`src/rtl/dcr_pkg.sv`:
```
// Shared constants of the DMA channel control register block
package dcr_pkg;

  // Bus address width and register byte offsets
  localparam int ADDR_W = 8;
  localparam logic [ADDR_W-1:0] OFF_CFG = 8'h04;
  localparam logic [ADDR_W-1:0] OFF_BASE = 8'h08;
  localparam logic [ADDR_W-1:0] OFF_ALT = 8'h0C;
  localparam logic [ADDR_W-1:0] OFF_SOFT = 8'h14;
  localparam logic [ADDR_W-1:0] OFF_BLKSET = 8'h20;
  localparam logic [ADDR_W-1:0] OFF_BLKCLR = 8'h24;
  localparam logic [ADDR_W-1:0] OFF_CHAN_ON_SET_BITS = 8'h28;
  localparam logic [ADDR_W-1:0] OFF_CHAN_ON_CLEAR_BITS = 8'h2C;
  localparam logic [ADDR_W-1:0] OFF_ALTSET = 8'h30;
  localparam logic [ADDR_W-1:0] OFF_ALTCLR = 8'h34;
  localparam logic [ADDR_W-1:0] OFF_HIGH_PRIO_SET_BITS = 8'h38;
  localparam logic [ADDR_W-1:0] OFF_HIGH_PRIO_CLEAR_BITS = 8'h3C;
  localparam logic [ADDR_W-1:0] OFF_ERRFLAG = 8'h4C;
  localparam logic [ADDR_W-1:0] OFF_DONEFLAG = 8'h50;
  localparam logic [ADDR_W-1:0] OFF_DONEIESET = 8'h54;
  localparam logic [ADDR_W-1:0] OFF_DONEIECLR = 8'h58;
  localparam logic [ADDR_W-1:0] OFF_ERRIESET = 8'h5C;
  localparam logic [ADDR_W-1:0] OFF_ERRIECLR = 8'h60;

  // Field positions
  localparam int ON_BIT = 0;
  localparam int ERR_BIT = 0;
  localparam int RO_BASE_BITS = 5;

  // Reset values
  localparam logic [31:0] BASE_RESET = 32'h0000_0000;
  localparam logic [31:0] FLAGS_RESET = 32'h0000_0000;

  // AXI response codes
  localparam logic [1:0] RESP_OKAY = 2'h0;
  localparam logic [1:0] RESP_SLVERR = 2'h2;

endpackage

```
`src/rtl/dcr_gate_if.sv`:
```
// Carrier between the register file and the request gate
`timescale 1ns/1ps
interface dcr_gate_if #(
  parameter int ChanCount = 32
);
  logic controllerOn;
  logic [ChanCount-1:0] chanOn;
  logic [ChanCount-1:0] reqBlock;
  logic [ChanCount-1:0] softPulse;
  logic [ChanCount-1:0] periphReq;
  logic [ChanCount-1:0] chanReq;

  modport regs (output controllerOn, chanOn, reqBlock, softPulse, periphReq,
    input chanReq);
  modport gate (input controllerOn, chanOn, reqBlock, softPulse, periphReq,
    output chanReq);
endinterface

```
`src/rtl/dcr_req_gate.sv`:
```
// Per-channel transfer request gate
`timescale 1ns/1ps
module dcr_req_gate #(
  parameter int ChanCount = 32
) (
  dcr_gate_if.gate gif
);

  // Request per channel, while controller and channel are on: soft pulse or unblocked peripheral level
  genvar ch;
  generate
    for (ch = 0; ch < ChanCount; ch++) begin : g_chan
      assign gif.chanReq[ch] = gif.controllerOn & gif.chanOn[ch] &
        (gif.softPulse[ch] | (gif.periphReq[ch] & ~gif.reqBlock[ch]));
    end
  endgenerate

endmodule // dcr_req_gate

```
`src/rtl/dma_channel_control_regs.sv`:
```
// DMA channel control registers with AXI4-Lite slave
`timescale 1ns/1ps

module dma_channel_control_regs #(
  parameter int ChanCount = 32
) (
  core_clk,
  reset,
  clkEn,
  awvalid,
  awready,
  awaddr,
  wvalid,
  wready,
  wdata,
  wstrb,
  bvalid,
  bready,
  bresp,
  arvalid,
  arready,
  araddr,
  rvalid,
  rready,
  rdata,
  rresp,
  periphReqIn,
  chanDoneIn,
  busErrorIn,
  controllerOn,
  chanEnable,
  altSelect,
  highPrio,
  chanRequest,
  ctrlBaseAddr,
  altBaseAddr,
  irq
);
  input wire logic core_clk;
  input wire logic reset;
  input wire logic clkEn;
  input wire logic awvalid;
  output logic awready;
  input wire logic [dcr_pkg::ADDR_W-1:0] awaddr;
  input wire logic wvalid;
  output logic wready;
  input wire logic [31:0] wdata;
  input wire logic [3:0] wstrb;
  output logic bvalid;
  input wire logic bready;
  output logic [1:0] bresp;
  input wire logic arvalid;
  output logic arready;
  input wire logic [dcr_pkg::ADDR_W-1:0] araddr;
  output logic rvalid;
  input wire logic rready;
  output logic [31:0] rdata;
  output logic [1:0] rresp;
  input wire logic [ChanCount-1:0] periphReqIn;
  input wire logic [ChanCount-1:0] chanDoneIn;
  input wire logic busErrorIn;
  output logic controllerOn;
  output logic [ChanCount-1:0] chanEnable;
  output logic [ChanCount-1:0] altSelect;
  output logic [ChanCount-1:0] highPrio;
  output logic [ChanCount-1:0] chanRequest;
  output logic [31:0] ctrlBaseAddr;
  output logic [31:0] altBaseAddr;
  output logic irq;

  // Table alignment: 5 bits for one channel up to 10 for 17 to 32
  localparam int RoBits = dcr_pkg::RO_BASE_BITS + $clog2(ChanCount);
  localparam logic [31:0] RoMask = (32'h1 << RoBits) - 32'h1;
  localparam logic [31:0] AltOffset = 32'h1 << (RoBits - 1);

  typedef struct packed {
    logic awReady;
    logic wReady;
    logic awHeld;
    logic wHeld;
    logic [dcr_pkg::ADDR_W-1:0] awAddr;
    logic [31:0] wData;
    logic [31:0] wMask;
    logic bValid;
    logic [1:0] bResp;
    logic arReady;
    logic rValid;
    logic [31:0] rData;
    logic [1:0] rResp;
    logic on;
    logic [31:0] base;
    logic [31:0] alt;
    logic [ChanCount-1:0] softPulse;
    logic [ChanCount-1:0] block;
    logic [ChanCount-1:0] enable;
    logic [ChanCount-1:0] altSel;
    logic [ChanCount-1:0] prio;
    logic [ChanCount-1:0] doneFlag;
    logic [ChanCount-1:0] doneIe;
    logic [ChanCount-1:0] sync1;
    logic [ChanCount-1:0] sync2;
    logic [ChanCount-1:0] sync3;
    logic [ChanCount-1:0] periph;
    logic [ChanCount-1:0] req;
    logic errFlag;
    logic errIe;
    logic irq;
  } dcr_state_type;

  dcr_state_type s_q;
  dcr_state_type s_d;
  logic doWrite;
  logic [ChanCount-1:0] wrBits;
  logic [31:0] strbMask;

  dcr_gate_if #(.ChanCount(ChanCount)) gif ();

  // Request gate fed from registered state
  assign gif.controllerOn = s_q.on;
  assign gif.chanOn = s_q.enable;
  assign gif.reqBlock = s_q.block;
  assign gif.softPulse = s_q.softPulse;
  assign gif.periphReq = s_q.periph;

  dcr_req_gate #(.ChanCount(ChanCount)) u_gate (
    .gif(gif)
  );

  // Write data lanes and the per-channel slice of held write data
  assign strbMask = {{8{wstrb[3]}}, {8{wstrb[2]}}, {8{wstrb[1]}},
    {8{wstrb[0]}}};
  assign wrBits = s_q.wData[ChanCount-1:0];
  assign doWrite = s_q.awHeld & s_q.wHeld;

  // Next state of the whole block
  always_comb begin
    s_d = s_q;
    s_d.softPulse = '0;
    // Three-stage synchroniser, level taken when stages two and three agree
    s_d.sync1 = periphReqIn;
    s_d.sync2 = s_q.sync1;
    s_d.sync3 = s_q.sync2;
    s_d.periph = (s_q.sync2 & s_q.sync3) |
      (s_q.periph & (s_q.sync2 | s_q.sync3));
    // Address and data channels taken in either order
    if (awvalid && s_q.awReady) begin
      s_d.awHeld = 1'b1;
      s_d.awReady = 1'b0;
      s_d.awAddr = awaddr;
    end
    if (wvalid && s_q.wReady) begin
      s_d.wHeld = 1'b1;
      s_d.wReady = 1'b0;
      s_d.wData = wdata & strbMask;
      s_d.wMask = strbMask;
    end
    // Hardware clear of completed channels, before software writes
    s_d.enable = s_q.enable & ~chanDoneIn;
    if (doWrite) begin
      s_d.awHeld = 1'b0;
      s_d.wHeld = 1'b0;
      s_d.bValid = 1'b1;
      s_d.bResp = dcr_pkg::RESP_OKAY;
      case (s_q.awAddr)
        dcr_pkg::OFF_CFG: begin
          if (s_q.wMask[dcr_pkg::ON_BIT]) begin
            s_d.on = s_q.wData[dcr_pkg::ON_BIT];
          end
        end
        dcr_pkg::OFF_BASE: begin
          s_d.base = ((s_q.base & ~s_q.wMask) | s_q.wData) & ~RoMask;
        end
        dcr_pkg::OFF_ALT: begin
          s_d.bResp = dcr_pkg::RESP_OKAY;
        end
        dcr_pkg::OFF_SOFT: begin
          s_d.softPulse = wrBits;
        end
        dcr_pkg::OFF_BLKSET: begin
          s_d.block = s_q.block | wrBits;
        end
        dcr_pkg::OFF_BLKCLR: begin
          s_d.block = s_q.block & ~wrBits;
        end
        dcr_pkg::OFF_CHAN_ON_SET_BITS: begin
          s_d.enable = s_d.enable | wrBits;
        end
        dcr_pkg::OFF_CHAN_ON_CLEAR_BITS: begin
          s_d.enable = s_d.enable & ~wrBits;
        end
        dcr_pkg::OFF_ALTSET: begin
          s_d.altSel = s_q.altSel | wrBits;
        end
        dcr_pkg::OFF_ALTCLR: begin
          s_d.altSel = s_q.altSel & ~wrBits;
        end
        dcr_pkg::OFF_HIGH_PRIO_SET_BITS: begin
          s_d.prio = s_q.prio | wrBits;
        end
        dcr_pkg::OFF_HIGH_PRIO_CLEAR_BITS: begin
          s_d.prio = s_q.prio & ~wrBits;
        end
        dcr_pkg::OFF_ERRFLAG: begin
          s_d.errFlag = s_q.errFlag & ~s_q.wData[dcr_pkg::ERR_BIT];
        end
        dcr_pkg::OFF_DONEFLAG: begin
          s_d.doneFlag = s_q.doneFlag & ~wrBits;
        end
        dcr_pkg::OFF_DONEIESET: begin
          s_d.doneIe = s_q.doneIe | wrBits;
        end
        dcr_pkg::OFF_DONEIECLR: begin
          s_d.doneIe = s_q.doneIe & ~wrBits;
        end
        dcr_pkg::OFF_ERRIESET: begin
          s_d.errIe = s_q.errIe | s_q.wData[dcr_pkg::ERR_BIT];
        end
        dcr_pkg::OFF_ERRIECLR: begin
          s_d.errIe = s_q.errIe & ~s_q.wData[dcr_pkg::ERR_BIT];
        end
        default: begin
          s_d.bResp = dcr_pkg::RESP_SLVERR;
        end
      endcase
    end
    // Hardware set wins over a same-cycle clear
    s_d.doneFlag = s_d.doneFlag | chanDoneIn;
    s_d.errFlag = s_d.errFlag | busErrorIn;
    if (s_q.bValid && bready) begin
      s_d.bValid = 1'b0;
      s_d.awReady = 1'b1;
      s_d.wReady = 1'b1;
    end
    // Read channel: data registered one edge after the address
    if (arvalid && s_q.arReady) begin
      s_d.arReady = 1'b0;
      s_d.rValid = 1'b1;
      s_d.rResp = dcr_pkg::RESP_OKAY;
      s_d.rData = 32'h0000_0000;
      case (araddr)
        dcr_pkg::OFF_CFG: s_d.rData = 32'h0000_0000;
        dcr_pkg::OFF_BASE: s_d.rData = s_q.base;
        dcr_pkg::OFF_ALT: s_d.rData = s_q.alt;
        dcr_pkg::OFF_SOFT: s_d.rData = 32'h0000_0000;
        dcr_pkg::OFF_BLKSET: s_d.rData = 32'(s_q.block);
        dcr_pkg::OFF_BLKCLR: s_d.rData = 32'h0000_0000;
        dcr_pkg::OFF_CHAN_ON_SET_BITS: s_d.rData = 32'(s_q.enable);
        dcr_pkg::OFF_CHAN_ON_CLEAR_BITS: s_d.rData = 32'h0000_0000;
        dcr_pkg::OFF_ALTSET: s_d.rData = 32'(s_q.altSel);
        dcr_pkg::OFF_ALTCLR: s_d.rData = 32'h0000_0000;
        dcr_pkg::OFF_HIGH_PRIO_SET_BITS: s_d.rData = 32'(s_q.prio);
        dcr_pkg::OFF_HIGH_PRIO_CLEAR_BITS: s_d.rData = 32'h0000_0000;
        dcr_pkg::OFF_ERRFLAG: s_d.rData = 32'(s_q.errFlag);
        dcr_pkg::OFF_DONEFLAG: s_d.rData = 32'(s_q.doneFlag);
        dcr_pkg::OFF_DONEIESET: s_d.rData = 32'(s_q.doneIe);
        dcr_pkg::OFF_DONEIECLR: s_d.rData = 32'h0000_0000;
        dcr_pkg::OFF_ERRIESET: s_d.rData = 32'(s_q.errIe);
        dcr_pkg::OFF_ERRIECLR: s_d.rData = 32'h0000_0000;
        default: s_d.rResp = dcr_pkg::RESP_SLVERR;
      endcase
    end
    if (s_q.rValid && rready) begin
      s_d.rValid = 1'b0;
      s_d.arReady = 1'b1;
    end
    // Derived alternate base, gated requests and interrupt
    s_d.alt = s_q.base | AltOffset;
    s_d.req = gif.chanReq;
    s_d.irq = (|(s_q.doneFlag & s_q.doneIe)) |
      (s_q.errFlag & s_q.errIe);
  end

  // State register, frozen while the clock enable is low
  always_ff @(posedge core_clk or posedge reset) begin
    if (reset) begin
      s_q <= '0;
      s_q.awReady <= 1'b1;
      s_q.wReady <= 1'b1;
      s_q.arReady <= 1'b1;
      s_q.base <= dcr_pkg::BASE_RESET;
      s_q.alt <= dcr_pkg::BASE_RESET | AltOffset;
    end else if (clkEn) begin
      s_q <= s_d;
    end
  end

  // Outputs straight from state flops
  assign awready = s_q.awReady;
  assign wready = s_q.wReady;
  assign bvalid = s_q.bValid;
  assign bresp = s_q.bResp;
  assign arready = s_q.arReady;
  assign rvalid = s_q.rValid;
  assign rdata = s_q.rData;
  assign rresp = s_q.rResp;
  assign controllerOn = s_q.on;
  assign chanEnable = s_q.enable;
  assign altSelect = s_q.altSel;
  assign highPrio = s_q.prio;
  assign chanRequest = s_q.req;
  assign ctrlBaseAddr = s_q.base;
  assign altBaseAddr = s_q.alt;
  assign irq = s_q.irq;

  // Checks on register behaviour
  a_cfg_on_write: assert property (@(posedge core_clk) disable iff (reset)
    clkEn && doWrite && s_q.awAddr == dcr_pkg::OFF_CFG && s_q.wMask[0]
    |=> controllerOn == $past(s_q.wData[0]))
    else $error("controller on bit not written");

  a_base_aligned: assert property (
    @(posedge core_clk) disable iff (reset)
    (ctrlBaseAddr & RoMask) == 32'h0000_0000)
    else $error("base pointer low bits not zero");

  a_alt_derived: assert property (@(posedge core_clk) disable iff (reset)
    clkEn ##1 $stable(ctrlBaseAddr)
    |-> altBaseAddr == (ctrlBaseAddr | AltOffset))
    else $error("alternate base mismatch");

  a_soft_request: assert property (@(posedge core_clk) disable iff (reset)
    clkEn && doWrite && s_q.awAddr == dcr_pkg::OFF_SOFT && s_q.wData[0]
    && chanEnable[0] && controllerOn && !chanDoneIn[0] ##1 clkEn
    |=> chanRequest[0])
    else $error("soft request not forwarded");

  a_mask_set: assert property (@(posedge core_clk) disable iff (reset)
    clkEn && doWrite && s_q.awAddr == dcr_pkg::OFF_BLKSET && s_q.wData[0]
    |=> s_q.block[0] ##1 (!clkEn || !chanRequest[0] || s_q.softPulse[0]
    || $past(s_q.softPulse[0])))
    else $error("mask set not effective");

  a_mask_clear: assert property (@(posedge core_clk) disable iff (reset)
    clkEn && doWrite && s_q.awAddr == dcr_pkg::OFF_BLKCLR && s_q.wData[0]
    |=> !s_q.block[0])
    else $error("mask clear not effective");

  a_enable_set: assert property (@(posedge core_clk) disable iff (reset)
    clkEn && doWrite && s_q.awAddr == dcr_pkg::OFF_CHAN_ON_SET_BITS && s_q.wData[0]
    |=> chanEnable[0])
    else $error("enable set not effective");

  a_done_disables: assert property (
    @(posedge core_clk) disable iff (reset)
    clkEn && chanDoneIn[0]
    && !(doWrite && s_q.awAddr == dcr_pkg::OFF_CHAN_ON_SET_BITS)
    |=> !chanEnable[0] && s_q.doneFlag[0])
    else $error("completion did not disable channel");

  a_error_set: assert property (@(posedge core_clk) disable iff (reset)
    clkEn && busErrorIn |=> s_q.errFlag)
    else $error("bus error not flagged");

  a_irq_gated: assert property (@(posedge core_clk) disable iff (reset)
    clkEn |=> irq == ($past(|(s_q.doneFlag & s_q.doneIe))
    || ($past(s_q.errFlag) && $past(s_q.errIe))))
    else $error("interrupt not gated by enables");

endmodule // dma_channel_control_regs

```
`config.mk`:
```
export PLATFORM = sky130hd
export DESIGN_NAME = dma_channel_control_regs
export DESIGN_NICKNAME = d
export VERILOG_FILES = /design/src/rtl/dcr_pkg.sv /design/src/rtl/dcr_gate_if.sv /design/src/rtl/dcr_req_gate.sv /design/src/rtl/dma_channel_control_regs.sv
export SDC_FILE = /design/constraint.sdc
export NUM_CORES = 1
export LEC_CHECK = 0
export BUFFER_PORTS_ARGS = -buffer_cell sky130_fd_sc_hd__buf_4
export CAP_MARGIN = 10
export CORE_ASPECT_RATIO = 1.2
export CORE_MARGIN = 2
export CORE_UTILIZATION = 40
export DETAILED_ROUTE_END_ITERATION = 10
export SLEW_MARGIN = 20
export SYNTH_ARGS = -nofsm -noshare
export SYNTH_HDL_FRONTEND = slang
export SYNTH_SLANG_ARGS = --single-unit
```
`constraint.sdc`:
```
create_clock -name core_clk -period 50.7 [get_ports core_clk]
set_clock_uncertainty 0.2 [all_clocks]
set_input_delay 5.07 -clock core_clk [delete_from_list [all_inputs] [get_ports core_clk]]
set_output_delay 5.07 -clock core_clk [all_outputs]
set_load 0.02 [all_outputs]
```
==> results list <==
- Of the available clock period, the critical path in the final layout requires 15.9%.
- The layout has 5617 filler cells.
* Endpoint kind of the worst setup timing path: register
- Clock-pin transition on the worst setup and hold timing paths: 60 ps
- Derived from the worst setup path, the maximum achievable clock frequency is 124 MHz.
- Unrepaired setup endpoints after global routing: no
- Sequential elements use 53.6% of the synthesized area.
- The worst hold path begins at awready.
- Path category of the worst min-delay check: reg2reg
- Cells after Synth: 2366
- After the last flow step, the layout net total stands at 2553.
- Min-Delay Path Depth: 2
- In this run the critical register-to-register path is launched from s_q[558].
- Total GRT Usage: 25.3%
* Number of buffers inserted for hold repair after clock tree synthesis: 0
- For hold timing, the worst endpoint is awready.
- The critical path contains buffers and inverters numbering 4 combined.
- For the finished layout, the period the worst path requires is 8080 ps.
* Reg2Reg Capture Point: gif.softPulse[31]
- Input and output buffers added on the ports amount to 337.
- Slew at the pin with the worst max-slew slack: 1160 ps
- Slowest stage delay, CP: 860 ps
- In this run the remaining antenna-violating nets after routing total 0.
- For this run, the number of Yosys warnings is 0.
- Critical path data arrival time: 8370 ps
- After floorplanning, the core was sized to cover 0.0597 sq mm.
- Final setup violating endpoints: 0
- Across all register-to-register paths, the minimum setup slack is 47320 ps.
- First-pass GRT wire length: 119000 microns
- Total wirelength of the detailed-routed design: 80600 microns
- Of all cell types, the one taking the most synthesized area is dfrtp_1.
- In this run the power density over the cells is 39.5 mW/mm^2.
- First-pass detailed-route iteration total: 6
- Most numerous cell in the Yosys netlist: dfrtp_1
* Critical-path maximum fanout: 94
- Remaining global-route overflow: 0
* Slowest stage cell, crit path: buf_4
* Number of enable-type register cells in the synthesized netlist: 0
* Clock root buffer: clkbuf_16
- The number of clock buffers added by TritonCTS is 52.
* Number of levels the H-tree was split into: 2
- Among all flip-flop cells after synthesis, the most frequent one is dfrtp_1.
- Total Die Area: 0.0624 sq mm
- Static leakage: 12.0 nW
* Max-cap violations: 0
- Final Max Tran Viols: 0
- Count of boundary I/O pins: 360
- The flow ran to the end, and the final reports show no timing, DRC or antenna violations.
- The worst setup path is launched from an input port.
* Maximum number of pins on one net before global-route repair: 186
* Synth Register Bits: 517
* Number of rows created at floorplan: 98
- Area of the mapped netlist: 0.0242 sq mm
- Unique masters post-synth: 52
* Chip Width: 228 microns
- At the end of routability-driven placement, the weighted congestion stood at 0.900.
- TritonCTS clock tree: done
- The longest clock path from root to sink contains 3 buffers.
- Crit Path Class: in2reg
- The floorplan step set the die height to 273 microns.
- In the routed design, unresolved DRC markers number 0.
* Setup total negative slack: 0 ps
- Among the stages of the critical path, the cell type that occurs most often is buf_4.
- The final number of hold-violating endpoints was 0.
- In the post-synthesis netlist, the biggest area contributors are dfrtp_1 (53%), buf_4 (7.2%), mux2_2 (6.6%).
- Share of final-layout standard cells stronger than drive strength 1: 24.9%
- The number of setup buffers added after CTS is 0.
- The worst-case IR drop observed on VDD is 25.6 uV.
- Number of global-route vias before repair: 17.7k
- Starting DRT DRC Count: 1871
* Overall power of the completed layout: 0.00109 W
- Dividing the detail-routed wire length by the instance count gives 24.6 microns.
- After detailed routing, the number of vias per cell comes to 5.66.
- Area Overhead vs Synth: 14.1%
* Share of flip-flops with an asynchronous set or reset: 100%
- Most frequent cells after synthesis: dfrtp_1 (514), nand2_1 (248), buf_4 (232)
* Critical path cell sequence: buf_8, buf_4, buf_4, buf_4, mux2_2
- Count of vias placed by the detailed router: 18.5k
* Number of gates resized after cts: 0
* Antenna violations before repair: 0
- Largest delay contributor family on the critical path: buffers and inverters
- Clock latency at the later pin of the worst-skew pair: 620 ps
- Clock sinks: 517
- Post-detailed-placement half-perimeter wirelength: 58500 microns
- At the worst endpoint, the required time is 50990 ps.
- Measured in cells, the most critical reg-to-reg path has a length of 4.
* Post-synthesis average cell area: 10.2 sq um
* Starting density of the core: 40.5%
- Headroom to the max-slew limit came out at 22.8%.
- Antenna diodes: 0
- Portion of synthesized cell area occupied by the leading cell type: 53.2%
power by group:
part	switching (W)	internal (W)
sequential	0.0000582	0.000459
clock	0.000171	0.000241
combinational	0.0000999	0.0000590
cells in the final DEF (no fill, tap or decap), types with 6 or more instances in the layout:
master     count
a211oi_1      11
a21o_1         7
a21oi_1      145
a221oi_1       8
a22o_1        45
a22oi_1       59
a31oi_1       71
and2_1         6
buf_4        356
bufinv_16      6
clkbuf_1       7
clkbuf_16     53
clkbuf_8      12
clkinv_2      14
conb_1        22
dfrtp_1      513
inv_1        100
mux2_2       141
mux2i_1       17
nand2_1      248
nand2b_1      34
nand3_1       10
nand4_1        8
nor2_1       103
nor2b_1        6
nor3_1        13
o211ai_1      37
o21ai_0      197
o21ai_1        9
o22ai_1       73
o31ai_1       82
worst min-delay path, cell delays in order (launching register included):
cell and delay, ps:
dfstp_2 370, nand2_1 50, nand2_1 50
logic make-up (layout without fill, tap and decap cells):
family / count (synthesis) / in the layout / share of synthesized area (%)
AND/OR/NAND/NOR: 463 / 463 / 8.64
flip-flops: 517 / 517 / 53.6
other: 2 / 22 / 0.0311
buffers and inverters: 472 / 556 / 11.1
AO/OA/AOI/OAI: 754 / 754 / 19.4
multiplexers: 158 / 158 / 7.28
layer usage:
metal / GRT usage (%) / vias to the layer above / routed length [microns]
met2: 37.9 / 829 / 35600
met3: 4.92 / 154 / 6240
met5: 0 / - / 0
li1: - / 8294 / -
met1: 35.9 / 9230 / 35100
met4: 10.7 / 0 / 3630
stage by stage:
| step | cell area (sq um) | hold slack [ps] | instances | worst slack, ps | util, % |
|---|---|---|---|---|---|
| 6_report | 27600 | 275 | 3270 | 42620 | 46.1 |
| 5_1_grt | 27600 | 312 | 3270 | 42310 | 46.1 |
| 4_1_cts | 27500 | 280 | 3270 | 42630 | 46.1 |
| 3_5_place_dp | 25700 | 272 | 3174 | 41990 | 43.1 |
| 3_3_place_gp | 25700 | 259 | 3174 | 42080 | 43.1 |
| 2_1_floorplan | 24200 | 250 | 2386 | 30990 | - |
cell type report:
class / instances / area, sq um / share of cell area, %
clock inverter: 24 / 307 / 1.11
sequential: 517 / 12900 / 47.0
tap: 800 / 1000 / 3.63
inverter: 101 / 387 / 1.40
timing repair buffer: 359 / 2720 / 9.87
clock buffer: 72 / 1520 / 5.51
multi-input combinational: 1397 / 8680 / 31.5
worst max path at each step:
stage | startpoint | end | slack [ps] | depth (start not counted)
floorplan | reset | asynchronous set/reset pin | 30990 | 1
global placement | clkEn | s_d[122] | 42080 | 5
detailed placement | clkEn | chanEnable[16] | 41990 | 7
CTS | clkEn | chanEnable[16] | 42630 | 7
global route | clkEn | chanEnable[21] | 42310 | 7
finish | clkEn | s_d[123] | 42620 | 5
(Power assumes the default switching activity.)
